==> config.mk <==
export PLATFORM = sky130hd
export DESIGN_NAME = hts_sensor_core
export DESIGN_NICKNAME = d
export VERILOG_FILES = /design/src/rtl/hts_pkg.sv /design/src/rtl/hts_crc8.sv /design/src/rtl/hts_sensor_core.sv
export SDC_FILE = /design/constraint.sdc
export NUM_CORES = 1
export LEC_CHECK = 0
export BUFFER_PORTS_ARGS = -buffer_cell sky130_fd_sc_hd__buf_2
export CORE_ASPECT_RATIO = 1.25
export CORE_MARGIN = 2
export CORE_UTILIZATION = 40
export DETAILED_ROUTE_END_ITERATION = 10
export HOLD_SLACK_MARGIN = 0.06
export SLEW_MARGIN = 5
export SYNTH_ARGS = -nofsm -noshare
export SYNTH_HDL_FRONTEND = slang
export SYNTH_SLANG_ARGS = --single-unit
==> constraint.sdc <==
create_clock -name clk_i -period 5.4 [get_ports clk_i]
set_input_delay 1.08 -clock clk_i [delete_from_list [all_inputs] [get_ports clk_i]]
set_output_delay 1.08 -clock clk_i [all_outputs]
set_load 0.01 [all_outputs]
==> src/rtl/hts_pkg.sv <==
// constants shared by the humidity and temperature sensor core
package hts_pkg;

  // ****************************************************************
  // clock and timing
  // ****************************************************************
  localparam int CLK_HZ        = 20_000_000;
  localparam int CLK_PER_US    = CLK_HZ / 1_000_000;
  localparam int CLK_PER_MS    = CLK_HZ / 1_000;
  localparam int MEAS_HIGH_US  = 8300;
  localparam int MEAS_MED_US   = 4500;
  localparam int MEAS_LOW_US   = 2000;
  localparam int HEAT_LONG_MS  = 1000;
  localparam int HEAT_SHORT_MS = 100;
  localparam int MEAS_HIGH_CYC = MEAS_HIGH_US * CLK_PER_US;
  localparam int MEAS_MED_CYC  = MEAS_MED_US * CLK_PER_US;
  localparam int MEAS_LOW_CYC  = MEAS_LOW_US * CLK_PER_US;
  localparam int HEAT_LONG_CYC = HEAT_LONG_MS * CLK_PER_MS;
  localparam int HEAT_SHORT_CYC = HEAT_SHORT_MS * CLK_PER_MS;
  localparam int CNT_W         = 25;

  // ****************************************************************
  // bus addresses and command codes
  // ****************************************************************
  localparam logic [6:0] DEV_ADDR_DEFAULT = 7'h40;
  localparam logic [6:0] GC_ADDR          = 7'h00;
  localparam logic [7:0] GC_RESET         = 8'h06;
  localparam logic [7:0] CMD_MEAS_HIGH    = 8'hfd;
  localparam logic [7:0] CMD_MEAS_MED     = 8'hf6;
  localparam logic [7:0] CMD_MEAS_LOW     = 8'he0;
  localparam logic [7:0] CMD_SERIAL       = 8'h89;
  localparam logic [7:0] CMD_SOFT_RST     = 8'h94;
  localparam logic [7:0] CMD_HEAT_200_L   = 8'h39;
  localparam logic [7:0] CMD_HEAT_200_S   = 8'h32;
  localparam logic [7:0] CMD_HEAT_110_L   = 8'h2f;
  localparam logic [7:0] CMD_HEAT_110_S   = 8'h24;
  localparam logic [7:0] CMD_HEAT_20_L    = 8'h1e;
  localparam logic [7:0] CMD_HEAT_20_S    = 8'h15;
  localparam logic [7:0] IDLE_BYTE        = 8'hff;
  localparam logic [2:0] TX_LAST          = 3'h5;

  // ****************************************************************
  // heater power levels
  // ****************************************************************
  localparam logic [1:0] LVL_OFF = 2'h0;
  localparam logic [1:0] LVL_20  = 2'h1;
  localparam logic [1:0] LVL_110 = 2'h2;
  localparam logic [1:0] LVL_200 = 2'h3;

  // ****************************************************************
  // checksum
  // ****************************************************************
  localparam logic [7:0]  CRC_POLY       = 8'h31;
  localparam logic [7:0]  CRC_INIT       = 8'hff;
  localparam logic [15:0] CRC_CHECK_WORD = 16'hbeef;
  localparam logic [7:0]  CRC_CHECK_VAL  = 8'h92;

  // value is arbitrary
  localparam logic [31:0] SERIAL_DEFAULT = 32'h1357_9bdf;

endpackage : hts_pkg

==> src/rtl/hts_crc8.sv <==
// crc-8 over one 16-bit word, msb first
`timescale 1ns/1ns
`default_nettype none
module hts_crc8 (
  input  wire logic [15:0] data_i,
  output logic      [7:0]  crc_o
);

  always_comb begin
    crc_o = hts_pkg::CRC_INIT;
    for (int i = 15; i >= 0; i--) begin
      if (crc_o[7] ^ data_i[i]) begin
        crc_o = {crc_o[6:0], 1'b0} ^ hts_pkg::CRC_POLY;
      end else begin
        crc_o = {crc_o[6:0], 1'b0};
      end
    end
  end

endmodule : hts_crc8
`default_nettype wire

==> src/rtl/hts_sensor_core.sv <==
// serial-bus command core of the humidity and temperature sensor
`timescale 1ns/1ns
`default_nettype none
module hts_sensor_core #(
  parameter int          MEAS_HIGH_CYC  = hts_pkg::MEAS_HIGH_CYC,
  parameter int          MEAS_MED_CYC   = hts_pkg::MEAS_MED_CYC,
  parameter int          MEAS_LOW_CYC   = hts_pkg::MEAS_LOW_CYC,
  parameter int          HEAT_LONG_CYC  = hts_pkg::HEAT_LONG_CYC,
  parameter int          HEAT_SHORT_CYC = hts_pkg::HEAT_SHORT_CYC,
  parameter logic [6:0]  DEV_ADDR       = hts_pkg::DEV_ADDR_DEFAULT,
  parameter logic [31:0] SERIAL_ID      = hts_pkg::SERIAL_DEFAULT
) (
  input  wire logic        clk_i,
  input  wire logic        srst_i,
  input  wire logic        scl_i,
  input  wire logic        sda_i,
  output logic             sda_o,
  output logic             sda_oe_o,
  input  wire logic [15:0] temp_code_i,
  input  wire logic [15:0] raw_humidity_code_i,
  output logic             heater_on_o,
  output logic      [1:0]  heater_level_o,
  output logic             measuring_o,
  output logic             busy_o,
  output logic             data_ready_o
);

  localparam int CW = hts_pkg::CNT_W;
  localparam logic [CW-1:0] MEAS_H_LOAD = CW'(MEAS_HIGH_CYC - 1);
  localparam logic [CW-1:0] MEAS_M_LOAD = CW'(MEAS_MED_CYC - 1);
  localparam logic [CW-1:0] MEAS_L_LOAD = CW'(MEAS_LOW_CYC - 1);
  // heating plus the final measurement fit inside the pulse length
  localparam logic [CW-1:0] HEAT_L_LOAD =
    CW'(HEAT_LONG_CYC - MEAS_HIGH_CYC - 1);
  localparam logic [CW-1:0] HEAT_S_LOAD =
    CW'(HEAT_SHORT_CYC - MEAS_HIGH_CYC - 1);

  typedef enum logic [2:0] {
    S_IDLE, S_ADDR, S_AACK, S_WDATA, S_WACK, S_RDATA, S_RACK, S_RNEXT
  } hts_bus_st_type;

  typedef enum logic [1:0] {
    A_IDLE, A_HEAT, A_MEAS, A_DONE
  } hts_act_st_type;

  // ****************************************************************
  // pin synchronisers and bus conditions
  // ****************************************************************
  logic [1:0] scl_sync_q;
  logic [1:0] sda_sync_q;
  logic       scl_p_q;
  logic       sda_p_q;
  logic       scl_s;
  logic       sda_s;
  logic       rise;
  logic       fall;
  logic       start;
  logic       stop;

  always_ff @(posedge clk_i) begin
    if (srst_i) begin
      scl_sync_q <= 2'h3;
      sda_sync_q <= 2'h3;
      scl_p_q    <= 1'b1;
      sda_p_q    <= 1'b1;
    end else begin
      scl_sync_q <= {scl_sync_q[0], scl_i};
      sda_sync_q <= {sda_sync_q[0], sda_i};
      scl_p_q    <= scl_sync_q[1];
      sda_p_q    <= sda_sync_q[1];
    end
  end

  assign scl_s = scl_sync_q[1];
  assign sda_s = sda_sync_q[1];
  assign rise  = scl_s & ~scl_p_q;
  assign fall  = ~scl_s & scl_p_q;
  assign start = scl_s & scl_p_q & sda_p_q & ~sda_s;
  assign stop  = scl_s & scl_p_q & ~sda_p_q & sda_s;

  // ****************************************************************
  // result words and transmit bytes
  // ****************************************************************
  logic [15:0] w0_q, w0_d;
  logic [15:0] w1_q, w1_d;
  logic [7:0]  crc0;
  logic [7:0]  crc1;
  logic [15:0] words [2];

  assign words[0] = w0_q;
  assign words[1] = w1_q;

  genvar g;
  generate
    for (g = 0; g < 2; g++) begin : g_crc
      if (g == 0) begin : g_w0
        hts_crc8 u_crc (.data_i(words[g]), .crc_o(crc0));
      end else begin : g_w1
        hts_crc8 u_crc (.data_i(words[g]), .crc_o(crc1));
      end
    end
  endgenerate

  function automatic logic [7:0] tx_byte(input logic [2:0] idx,
                                         input logic [15:0] a,
                                         input logic [15:0] b,
                                         input logic [7:0] ca,
                                         input logic [7:0] cb);
    case (idx)
      3'h0:    tx_byte = a[15:8];
      3'h1:    tx_byte = a[7:0];
      3'h2:    tx_byte = ca;
      3'h3:    tx_byte = b[15:8];
      3'h4:    tx_byte = b[7:0];
      3'h5:    tx_byte = cb;
      default: tx_byte = hts_pkg::IDLE_BYTE;
    endcase
  endfunction : tx_byte

  // ****************************************************************
  // bus slave
  // ****************************************************************
  hts_bus_st_type st_q, st_d;
  logic [2:0] bit_q, bit_d;
  logic [7:0] sh_q, sh_d;
  logic       ph_q, ph_d;
  logic       oe_q, oe_d;
  logic       ack_q, ack_d;
  logic       rd_q, rd_d;
  logic       gc_q, gc_d;
  logic [2:0] idx_q, idx_d;
  logic [7:0] rx_byte;
  logic       cmd_fire;
  logic       hdr_ack;
  logic       own_hit;
  logic       valid_q, valid_d;
  logic       busy_q;

  assign rx_byte = {sh_q[6:0], sda_s};
  assign own_hit = (rx_byte[7:1] == DEV_ADDR);

  always_comb begin
    st_d     = st_q;
    bit_d    = bit_q;
    sh_d     = sh_q;
    ph_d     = ph_q;
    oe_d     = oe_q;
    ack_d    = ack_q;
    rd_d     = rd_q;
    gc_d     = gc_q;
    idx_d    = idx_q;
    cmd_fire = 1'b0;
    hdr_ack  = 1'b0;
    if (start) begin
      st_d  = S_ADDR;
      bit_d = 3'h0;
      oe_d  = 1'b0;
    end else if (stop) begin
      st_d = S_IDLE;
      oe_d = 1'b0;
    end else begin
      case (st_q)
        S_IDLE: begin
          oe_d = 1'b0;
        end
        S_ADDR: begin
          if (rise) begin
            sh_d  = rx_byte;
            bit_d = bit_q + 3'h1;
            if (bit_q == 3'h7) begin
              rd_d  = rx_byte[0];
              gc_d  = (rx_byte == {hts_pkg::GC_ADDR, 1'b0});
              // no stretching: a busy or empty sensor refuses the read
              ack_d = gc_d | (own_hit & ~rx_byte[0]) |
                      (own_hit & rx_byte[0] & valid_q & ~busy_q);
              hdr_ack = own_hit & rx_byte[0] & valid_q & ~busy_q;
              sh_d  = tx_byte(3'h0, w0_q, w1_q, crc0, crc1);
              idx_d = 3'h0;
              ph_d  = 1'b0;
              st_d  = S_AACK;
            end
          end
        end
        S_AACK: begin
          if (fall) begin
            if (!ph_q) begin
              oe_d = ack_q;
              ph_d = 1'b1;
            end else if (!ack_q) begin
              oe_d = 1'b0;
              st_d = S_IDLE;
            end else if (rd_q) begin
              oe_d  = ~sh_q[7];
              bit_d = 3'h0;
              st_d  = S_RDATA;
            end else begin
              oe_d  = 1'b0;
              bit_d = 3'h0;
              st_d  = S_WDATA;
            end
          end
        end
        S_WDATA: begin
          if (rise) begin
            sh_d  = rx_byte;
            bit_d = bit_q + 3'h1;
            if (bit_q == 3'h7) begin
              cmd_fire = 1'b1;
              ph_d     = 1'b0;
              st_d     = S_WACK;
            end
          end
        end
        S_WACK: begin
          if (fall) begin
            if (!ph_q) begin
              oe_d = 1'b1;
              ph_d = 1'b1;
            end else begin
              oe_d  = 1'b0;
              bit_d = 3'h0;
              st_d  = S_WDATA;
            end
          end
        end
        S_RDATA: begin
          if (rise) begin
            bit_d = bit_q + 3'h1;
            if (bit_q == 3'h7) begin
              ph_d = 1'b0;
              st_d = S_RACK;
            end
          end else if (fall) begin
            oe_d = ~sh_q[3'h7 - bit_q];
          end
        end
        S_RACK: begin
          if (fall && !ph_q) begin
            oe_d = 1'b0;
            ph_d = 1'b1;
          end else if (rise && ph_q) begin
            if (sda_s) begin
              st_d = S_IDLE;
            end else begin
              idx_d = idx_q + 3'h1;
              sh_d  = tx_byte(idx_q + 3'h1, w0_q, w1_q, crc0, crc1);
              st_d  = S_RNEXT;
            end
          end
        end
        S_RNEXT: begin
          if (fall) begin
            oe_d  = ~sh_q[7];
            bit_d = 3'h0;
            st_d  = S_RDATA;
          end
        end
        default: begin
          st_d = S_IDLE;
        end
      endcase
    end
  end

  always_ff @(posedge clk_i) begin
    if (srst_i) begin
      st_q  <= S_IDLE;
      bit_q <= 3'h0;
      sh_q  <= 8'h00;
      ph_q  <= 1'b0;
      oe_q  <= 1'b0;
      ack_q <= 1'b0;
      rd_q  <= 1'b0;
      gc_q  <= 1'b0;
      idx_q <= 3'h0;
    end else begin
      st_q  <= st_d;
      bit_q <= bit_d;
      sh_q  <= sh_d;
      ph_q  <= ph_d;
      oe_q  <= oe_d;
      ack_q <= ack_d;
      rd_q  <= rd_d;
      gc_q  <= gc_d;
      idx_q <= idx_d;
    end
  end

  // ****************************************************************
  // action sequencer: measurement, heater, serial number
  // ****************************************************************
  hts_act_st_type a_q, a_d;
  logic [CW-1:0] cnt_q, cnt_d;
  logic          heat_q, heat_d;
  logic [1:0]    lvl_q, lvl_d;
  logic          own_cmd;
  logic          abort;
  logic          heat_cmd;
  logic          sda_q;
  logic          meas_q;

  assign own_cmd = cmd_fire & ~gc_q;
  assign abort   = cmd_fire & ((gc_q & (rx_byte == hts_pkg::GC_RESET)) |
                   (~gc_q & (rx_byte == hts_pkg::CMD_SOFT_RST)));
  assign heat_cmd = own_cmd & (a_q == A_IDLE) &
                    (rx_byte inside {hts_pkg::CMD_HEAT_200_L,
                     hts_pkg::CMD_HEAT_200_S, hts_pkg::CMD_HEAT_110_L,
                     hts_pkg::CMD_HEAT_110_S, hts_pkg::CMD_HEAT_20_L,
                     hts_pkg::CMD_HEAT_20_S});

  always_comb begin
    a_d     = a_q;
    cnt_d   = cnt_q;
    heat_d  = heat_q;
    lvl_d   = lvl_q;
    valid_d = valid_q & ~hdr_ack;
    w0_d    = w0_q;
    w1_d    = w1_q;
    case (a_q)
      A_IDLE: begin
        if (own_cmd) begin
          case (rx_byte)
            hts_pkg::CMD_MEAS_HIGH: begin
              cnt_d = MEAS_H_LOAD;
              a_d   = A_MEAS;
            end
            hts_pkg::CMD_MEAS_MED: begin
              cnt_d = MEAS_M_LOAD;
              a_d   = A_MEAS;
            end
            hts_pkg::CMD_MEAS_LOW: begin
              cnt_d = MEAS_L_LOAD;
              a_d   = A_MEAS;
            end
            hts_pkg::CMD_SERIAL: begin
              w0_d    = SERIAL_ID[31:16];
              w1_d    = SERIAL_ID[15:0];
              valid_d = 1'b1;
            end
            hts_pkg::CMD_HEAT_200_L, hts_pkg::CMD_HEAT_110_L,
            hts_pkg::CMD_HEAT_20_L: begin
              cnt_d = HEAT_L_LOAD;
            end
            hts_pkg::CMD_HEAT_200_S, hts_pkg::CMD_HEAT_110_S,
            hts_pkg::CMD_HEAT_20_S: begin
              cnt_d = HEAT_S_LOAD;
            end
            default: begin
              a_d = A_IDLE;
            end
          endcase
          case (rx_byte)
            hts_pkg::CMD_HEAT_200_L, hts_pkg::CMD_HEAT_200_S:
              lvl_d = hts_pkg::LVL_200;
            hts_pkg::CMD_HEAT_110_L, hts_pkg::CMD_HEAT_110_S:
              lvl_d = hts_pkg::LVL_110;
            hts_pkg::CMD_HEAT_20_L, hts_pkg::CMD_HEAT_20_S:
              lvl_d = hts_pkg::LVL_20;
            default:
              lvl_d = lvl_q;
          endcase
          if (heat_cmd) begin
            heat_d = 1'b1;
            a_d    = A_HEAT;
          end
          if (a_d != A_IDLE) begin
            valid_d = 1'b0;
          end
        end
      end
      A_HEAT: begin
        if (cnt_q == '0) begin
          cnt_d = MEAS_H_LOAD;
          a_d   = A_MEAS;
        end else begin
          cnt_d = cnt_q - CW'(1);
        end
      end
      A_MEAS: begin
        if (cnt_q == '0) begin
          heat_d = 1'b0;
          lvl_d  = hts_pkg::LVL_OFF;
          w0_d   = temp_code_i;
          w1_d   = raw_humidity_code_i;
          a_d    = A_DONE;
        end else begin
          cnt_d = cnt_q - CW'(1);
        end
      end
      A_DONE: begin
        valid_d = 1'b1;
        a_d     = A_IDLE;
      end
      default: begin
        a_d = A_IDLE;
      end
    endcase
    // the only way to stop heating early is a reset
    if (abort) begin
      a_d     = A_IDLE;
      heat_d  = 1'b0;
      lvl_d   = hts_pkg::LVL_OFF;
      valid_d = 1'b0;
    end
  end

  always_ff @(posedge clk_i) begin
    if (srst_i) begin
      a_q     <= A_IDLE;
      cnt_q   <= '0;
      heat_q  <= 1'b0;
      lvl_q   <= hts_pkg::LVL_OFF;
      valid_q <= 1'b0;
      w0_q    <= 16'h0000;
      w1_q    <= 16'h0000;
      busy_q  <= 1'b0;
      meas_q  <= 1'b0;
      sda_q   <= 1'b0;
    end else begin
      a_q     <= a_d;
      cnt_q   <= cnt_d;
      heat_q  <= heat_d;
      lvl_q   <= lvl_d;
      valid_q <= valid_d;
      w0_q    <= w0_d;
      w1_q    <= w1_d;
      busy_q  <= (a_d != A_IDLE);
      meas_q  <= (a_d == A_MEAS);
      sda_q   <= 1'b0;
    end
  end

  assign sda_o          = sda_q;
  assign sda_oe_o       = oe_q;
  assign heater_on_o    = heat_q;
  assign heater_level_o = lvl_q;
  assign measuring_o    = meas_q;
  assign busy_o         = busy_q;
  assign data_ready_o   = valid_q;

  // ****************************************************************
  // checks
  // ****************************************************************
  logic [CW-1:0] hon_q;

  always_ff @(posedge clk_i) begin
    if (srst_i || !heat_q) begin
      hon_q <= '0;
    end else begin
      hon_q <= hon_q + CW'(1);
    end
  end

  a_heat_max_time: assert property (@(posedge clk_i) disable iff (srst_i)
    hon_q < CW'(HEAT_LONG_CYC)) else $error("heater on too long");

  a_reset_abort: assert property (@(posedge clk_i) disable iff (srst_i)
    abort |=> (a_q == A_IDLE) && !heat_q && !valid_q && !busy_q)
    else $error("reset did not abort action");

  a_gc_reset: assert property (@(posedge clk_i) disable iff (srst_i)
    (cmd_fire && gc_q && rx_byte == hts_pkg::GC_RESET) |=> !busy_q)
    else $error("general call reset ignored");

  a_soft_reset: assert property (@(posedge clk_i) disable iff (srst_i)
    (own_cmd && rx_byte == hts_pkg::CMD_SOFT_RST) |=> !heat_q && !valid_q)
    else $error("soft reset ignored");

  a_heat_start: assert property (@(posedge clk_i) disable iff (srst_i)
    heat_cmd && !abort |=> heat_q && (a_q == A_HEAT) && lvl_q != 2'h0)
    else $error("heater command not started");

  a_heat_code_map: assert property (@(posedge clk_i) disable iff (srst_i)
    (heat_cmd && rx_byte == hts_pkg::CMD_HEAT_20_S) |=>
      lvl_q == hts_pkg::LVL_20 && cnt_q == HEAT_S_LOAD)
    else $error("heater code mapped wrongly");

  a_heat_only_cmd: assert property (@(posedge clk_i) disable iff (srst_i)
    $rose(heat_q) |-> $past(heat_cmd)) else $error("heater on without command");

  a_heat_to_meas: assert property (@(posedge clk_i) disable iff (srst_i)
    (a_q == A_HEAT && cnt_q == '0 && !abort) |=>
      a_q == A_MEAS && heat_q && cnt_q == MEAS_H_LOAD)
    else $error("measurement not started after heating");

  a_meas_end_off: assert property (@(posedge clk_i) disable iff (srst_i)
    (a_q == A_MEAS && cnt_q == '0 && !abort) |=> !heat_q ##1 valid_q)
    else $error("heater not off before data ready");

  a_busy_nack: assert property (@(posedge clk_i) disable iff (srst_i)
    (st_q == S_ADDR && rise && !start && !stop && bit_q == 3'h7 && own_hit &&
     rx_byte[0] && busy_q) |=> !ack_q ##0 !oe_q)
    else $error("busy sensor acknowledged read");

  a_read_once: assert property (@(posedge clk_i) disable iff (srst_i)
    (hdr_ack && !start && !stop && !own_cmd) |=> !valid_q)
    else $error("result not dropped after read");

  a_serial_load: assert property (@(posedge clk_i) disable iff (srst_i)
    (own_cmd && a_q == A_IDLE && rx_byte == hts_pkg::CMD_SERIAL && !abort)
      |=> valid_q && w0_q == SERIAL_ID[31:16] && w1_q == SERIAL_ID[15:0])
    else $error("serial words wrong");

  a_crc_check: assert property (@(posedge clk_i) disable iff (srst_i)
    (w0_q == hts_pkg::CRC_CHECK_WORD) |-> crc0 == hts_pkg::CRC_CHECK_VAL)
    else $error("checksum wrong");

endmodule : hts_sensor_core
`default_nettype wire

==> results by group <==
Die
  – Die area: 17700 um2
  – Rows: 52
  – Initial Util: 41.0%
  – Core ar.: 16200 um2
  – IO Pins: 44
  – Die X: 119 um
  – Chip Height: 148 um

Route
  – Routed Antenna Nets: 0
  – WL final: 17.4 mm
  – Initial DRC count: 397
  – Via count: 6001
  – Routed WL per cell: 16.5 um
  – Number of detailed-route iterations in the first pass: 7
  – Remaining DRCs: 0
  – Via density: 5.68

Cells and area
  – Synth-to-Final Area Change: 9.49%
  – Fin nets: 884
  – Most frequent cells in the layout: 93 x dfxtp_1, 88 x nor2_1, 79 x a21oi_1
  – Most common cell after layout, fill and taps aside: dfxtp_1
  – # fillers: 1663
  – Layout cell share with drive strength beyond 1: 14.9%
  – Final cell utilization of the core: 44.9%
  – Diode count: 0

Synth
  – Largest area contributor in the netlist: dfxtp_1
  – Ys flop type: dfxtp_1
  – Synth area leaders: dfxtp_1 28%, a21oi_1 5.9%, xnor2_1 5.9%, nor2_1 5.0%, nand2_1 3.1%
  – Asr flop ratio synth: 0%
  – Mapped Area: 6650 um2
  – Post-synthesis sequential area ratio: 28.0%
  – Post-Syn Instances: 833
  – Synth Register Bits: 93
  – Number of flops mapped to enable cells by yosys: 0
  – Post-synth top area share: 28.0%
  – Netlist cell types: 76
  – Mapped Avg Cell Area: 7.98 um2
  – Syn nets: 882
  – Ys Warns: 0

Worst setup path
  – Req. time, crit path: 5.61 ns
  – Worst path max stage delay: 0.90 ns
  – Worst reg2reg setup slack: 2.22 ns
  – Reg-to-reg startpoint: st_q[0]
  – Crit end category: flop
  – Crit-path cells: nor4bb_1 > nand4_1 > nor3_1 > a21oi_1 > a21o_1 > buf_4 > nor3b_1 > a211oi_2
  – Crit-path slowest cell: dfxtp_1
  – Critical path class: reg2reg
  – Worst Path Max Fanout: 35
  – WP data arrival: 3.40 ns
  – CP endpoint: w0_q[9]
  – RR Endpoint: w0_q[9]
  – CP startpoint kind: flop
  – R2r worst-path depth: 8
  – Critical Path Source: st_q[0]

STA
  – Worst-Margin Slew: 0.913 ns
  – Final worst slack: 2.22 ns
  – Tmin final: 3.18 ns
  – Endpoints failing setup: 0
  – Slew margin rel.: 38.3%
  – Fin. max-slew vios: 0
  – RSZ-0062 raised after global routing: false
  – Achievable Freq: 314 MHz
  – Crit share post-route: 58.9%
  – Setup TNS: 0 ns
  – Worst hold margin: 0.409 ns
  – Worst Skew: 0.0110 ns
  – Final Hold Violating Endpoints: 0

Clocking
  – Worst-path clk slew: 0.07 ns
  – CTS tree: built
  – Hold Buf Count CTS: 0
  – Post-cts resize count: 0
  – TritonCTS Buffers: 9
  – Skew-Pair Late Insertion Delay: 0.36 ns
  – Clock root cell: clkbuf_16
  – H-Tree Depth: 3
  – Clock sinks: 93
  – CTS max path bufs: 2
  – Post CTS Setup Buffer Count: 0

Pwr
  – Overall Power: 1.51 mW
  – Peak supply drop: 0.163 mV
  – Pwr Density: 207 nW/um2
  – Leak pwr: 2.56 nW

Status
  – Outcome: complete, no violations

Place
  – Hpwl dp: 12.3 mm
  – Routability cong.: 0.907
  – IO Port Bufs: 42
  – Pre-CTS WS: 2.28 ns

Flow run
  – Max_cap viols: 0

Global routing
  – Initial antenna violation count: 0
  – First-pass GRT wire length: 28.8 mm
  – Largest net degree at the start of global routing: 60
  – GRT Util Overall: 20.0%
  – GR Overflow Total: 0
  – Vias in the first global route: 5648

Worst hold path
  – Hold Crit Depth: 1
  – HP Class: reg2reg
==> registers in the layout, indices dropped and copies added, names as in the netlist, 2 cells and up <==
| signal | flops |
|---|---|
| bit_q | 3 |
| w1_q | 16 |
| sh_q | 8 |
| st_q | 3 |
| heater_level_o | 2 |
| a_q | 2 |
| cnt_q | 25 |
| idx_q | 3 |
| w0_q | 16 |
| sda_sync_q | 2 |
| scl_sync_q | 2 |
==> how the worst min path moves through the flow <==
stage	start	endpoint	slack [ns]
3_3_place_gp	sda_sync_q[0]	sda_sync_q[1]	0.40
4_1_cts	sda_sync_q[0]	sda_sync_q[1]	0.41
3_5_place_dp	sda_sync_q[0]	sda_sync_q[1]	0.40
6_report	sda_sync_q[0]	sda_sync_q[1]	0.41
2_1_floorplan	scl_sync_q[0]	scl_sync_q[1]	0.39
5_1_grt	sda_sync_q[0]	sda_sync_q[1]	0.44
==> worst max-delay path: cells and delay by family (launching register included) <==
family                 cells  cell delay [ns]
DFF                        1             0.90
AOI/OAI and AO/OA          3             0.34
and+or+nand+nor            4             1.53
buffers and inverters      1             0.26
==> cell type report <==
class                           instances  area, um2  area share, %
Tap cell                              216        270           3.71
Clock buffer                           10        239           3.28
Sequential cell                        93       1860           25.6
Clock inverter                          6        115           1.58
Inverter                               23       86.3           1.19
Multi-Input combinational cell        656       4420           60.7
Timing Repair Buffer                   52        285           3.92
==> synthesized netlist by cell type, types with 7 or more instances <==
cell type  instances
clkbuf_1          44
dfxtp_1           93
or4_1              8
o22ai_1            9
nand3_1           24
nor2b_1           16
a31oi_1           11
inv_1             23
a22oi_1            7
nor3_2            13
nor3b_2           16
o21ai_1            9
ha_1              13
xnor2_1           45
a211oi_1          10
and2_1             9
nor4_1            11
nor2_1            88
o211ai_1           7
mux2i_1            9
nor3_1            31
xor2_1            15
nand2b_1           7
o21bai_1          12
xnor3_1            7
or2_2             10
buf_2              7
a21oi_1           79
nand2_1           55
o21ai_0           37
nor3b_1            8
==> per-stage QoR <==
stage / instance area, um2 / cells
after global placement: 6920 / 1040
final: 7280 / 1056
after global routing: 7280 / 1056
after CTS: 7280 / 1056
after floorplan: 6650 / 833
after detailed placement: 6920 / 1040
==> where the power goes <==
group | leakage (nW) | internal (mW) | switching (mW) | total (mW)
logic | 1.64 | 0.0207 | 0.0328 | 0.0535
registers | 0.750 | 0.688 | 0.00682 | 0.695
clock network | 0.170 | 0.468 | 0.291 | 0.759
==> cells by family after synthesis <==
logic type	Yosys count	share of synthesized area [%]
mux	12	2.37
simple gates	326	28.0
xor+xnor	70	11.0
fa+ha+maj	13	2.45
compound gates	234	22.6
flops	93	28.0
other cells	1	0.0564
buf+inv	84	5.55
==> routing by layer <==
layer | share of wire (%) | track usage [%] | wire (um)
met1 | 48 | 28.0 | 8340
met2 | 46 | 31.1 | 7970
met3 | 3.7 | 2.30 | 637
met4 | 2.4 | 8.75 | 418
met5 | 0 | 0 | 0
Power figures use the tool's default switching activity.
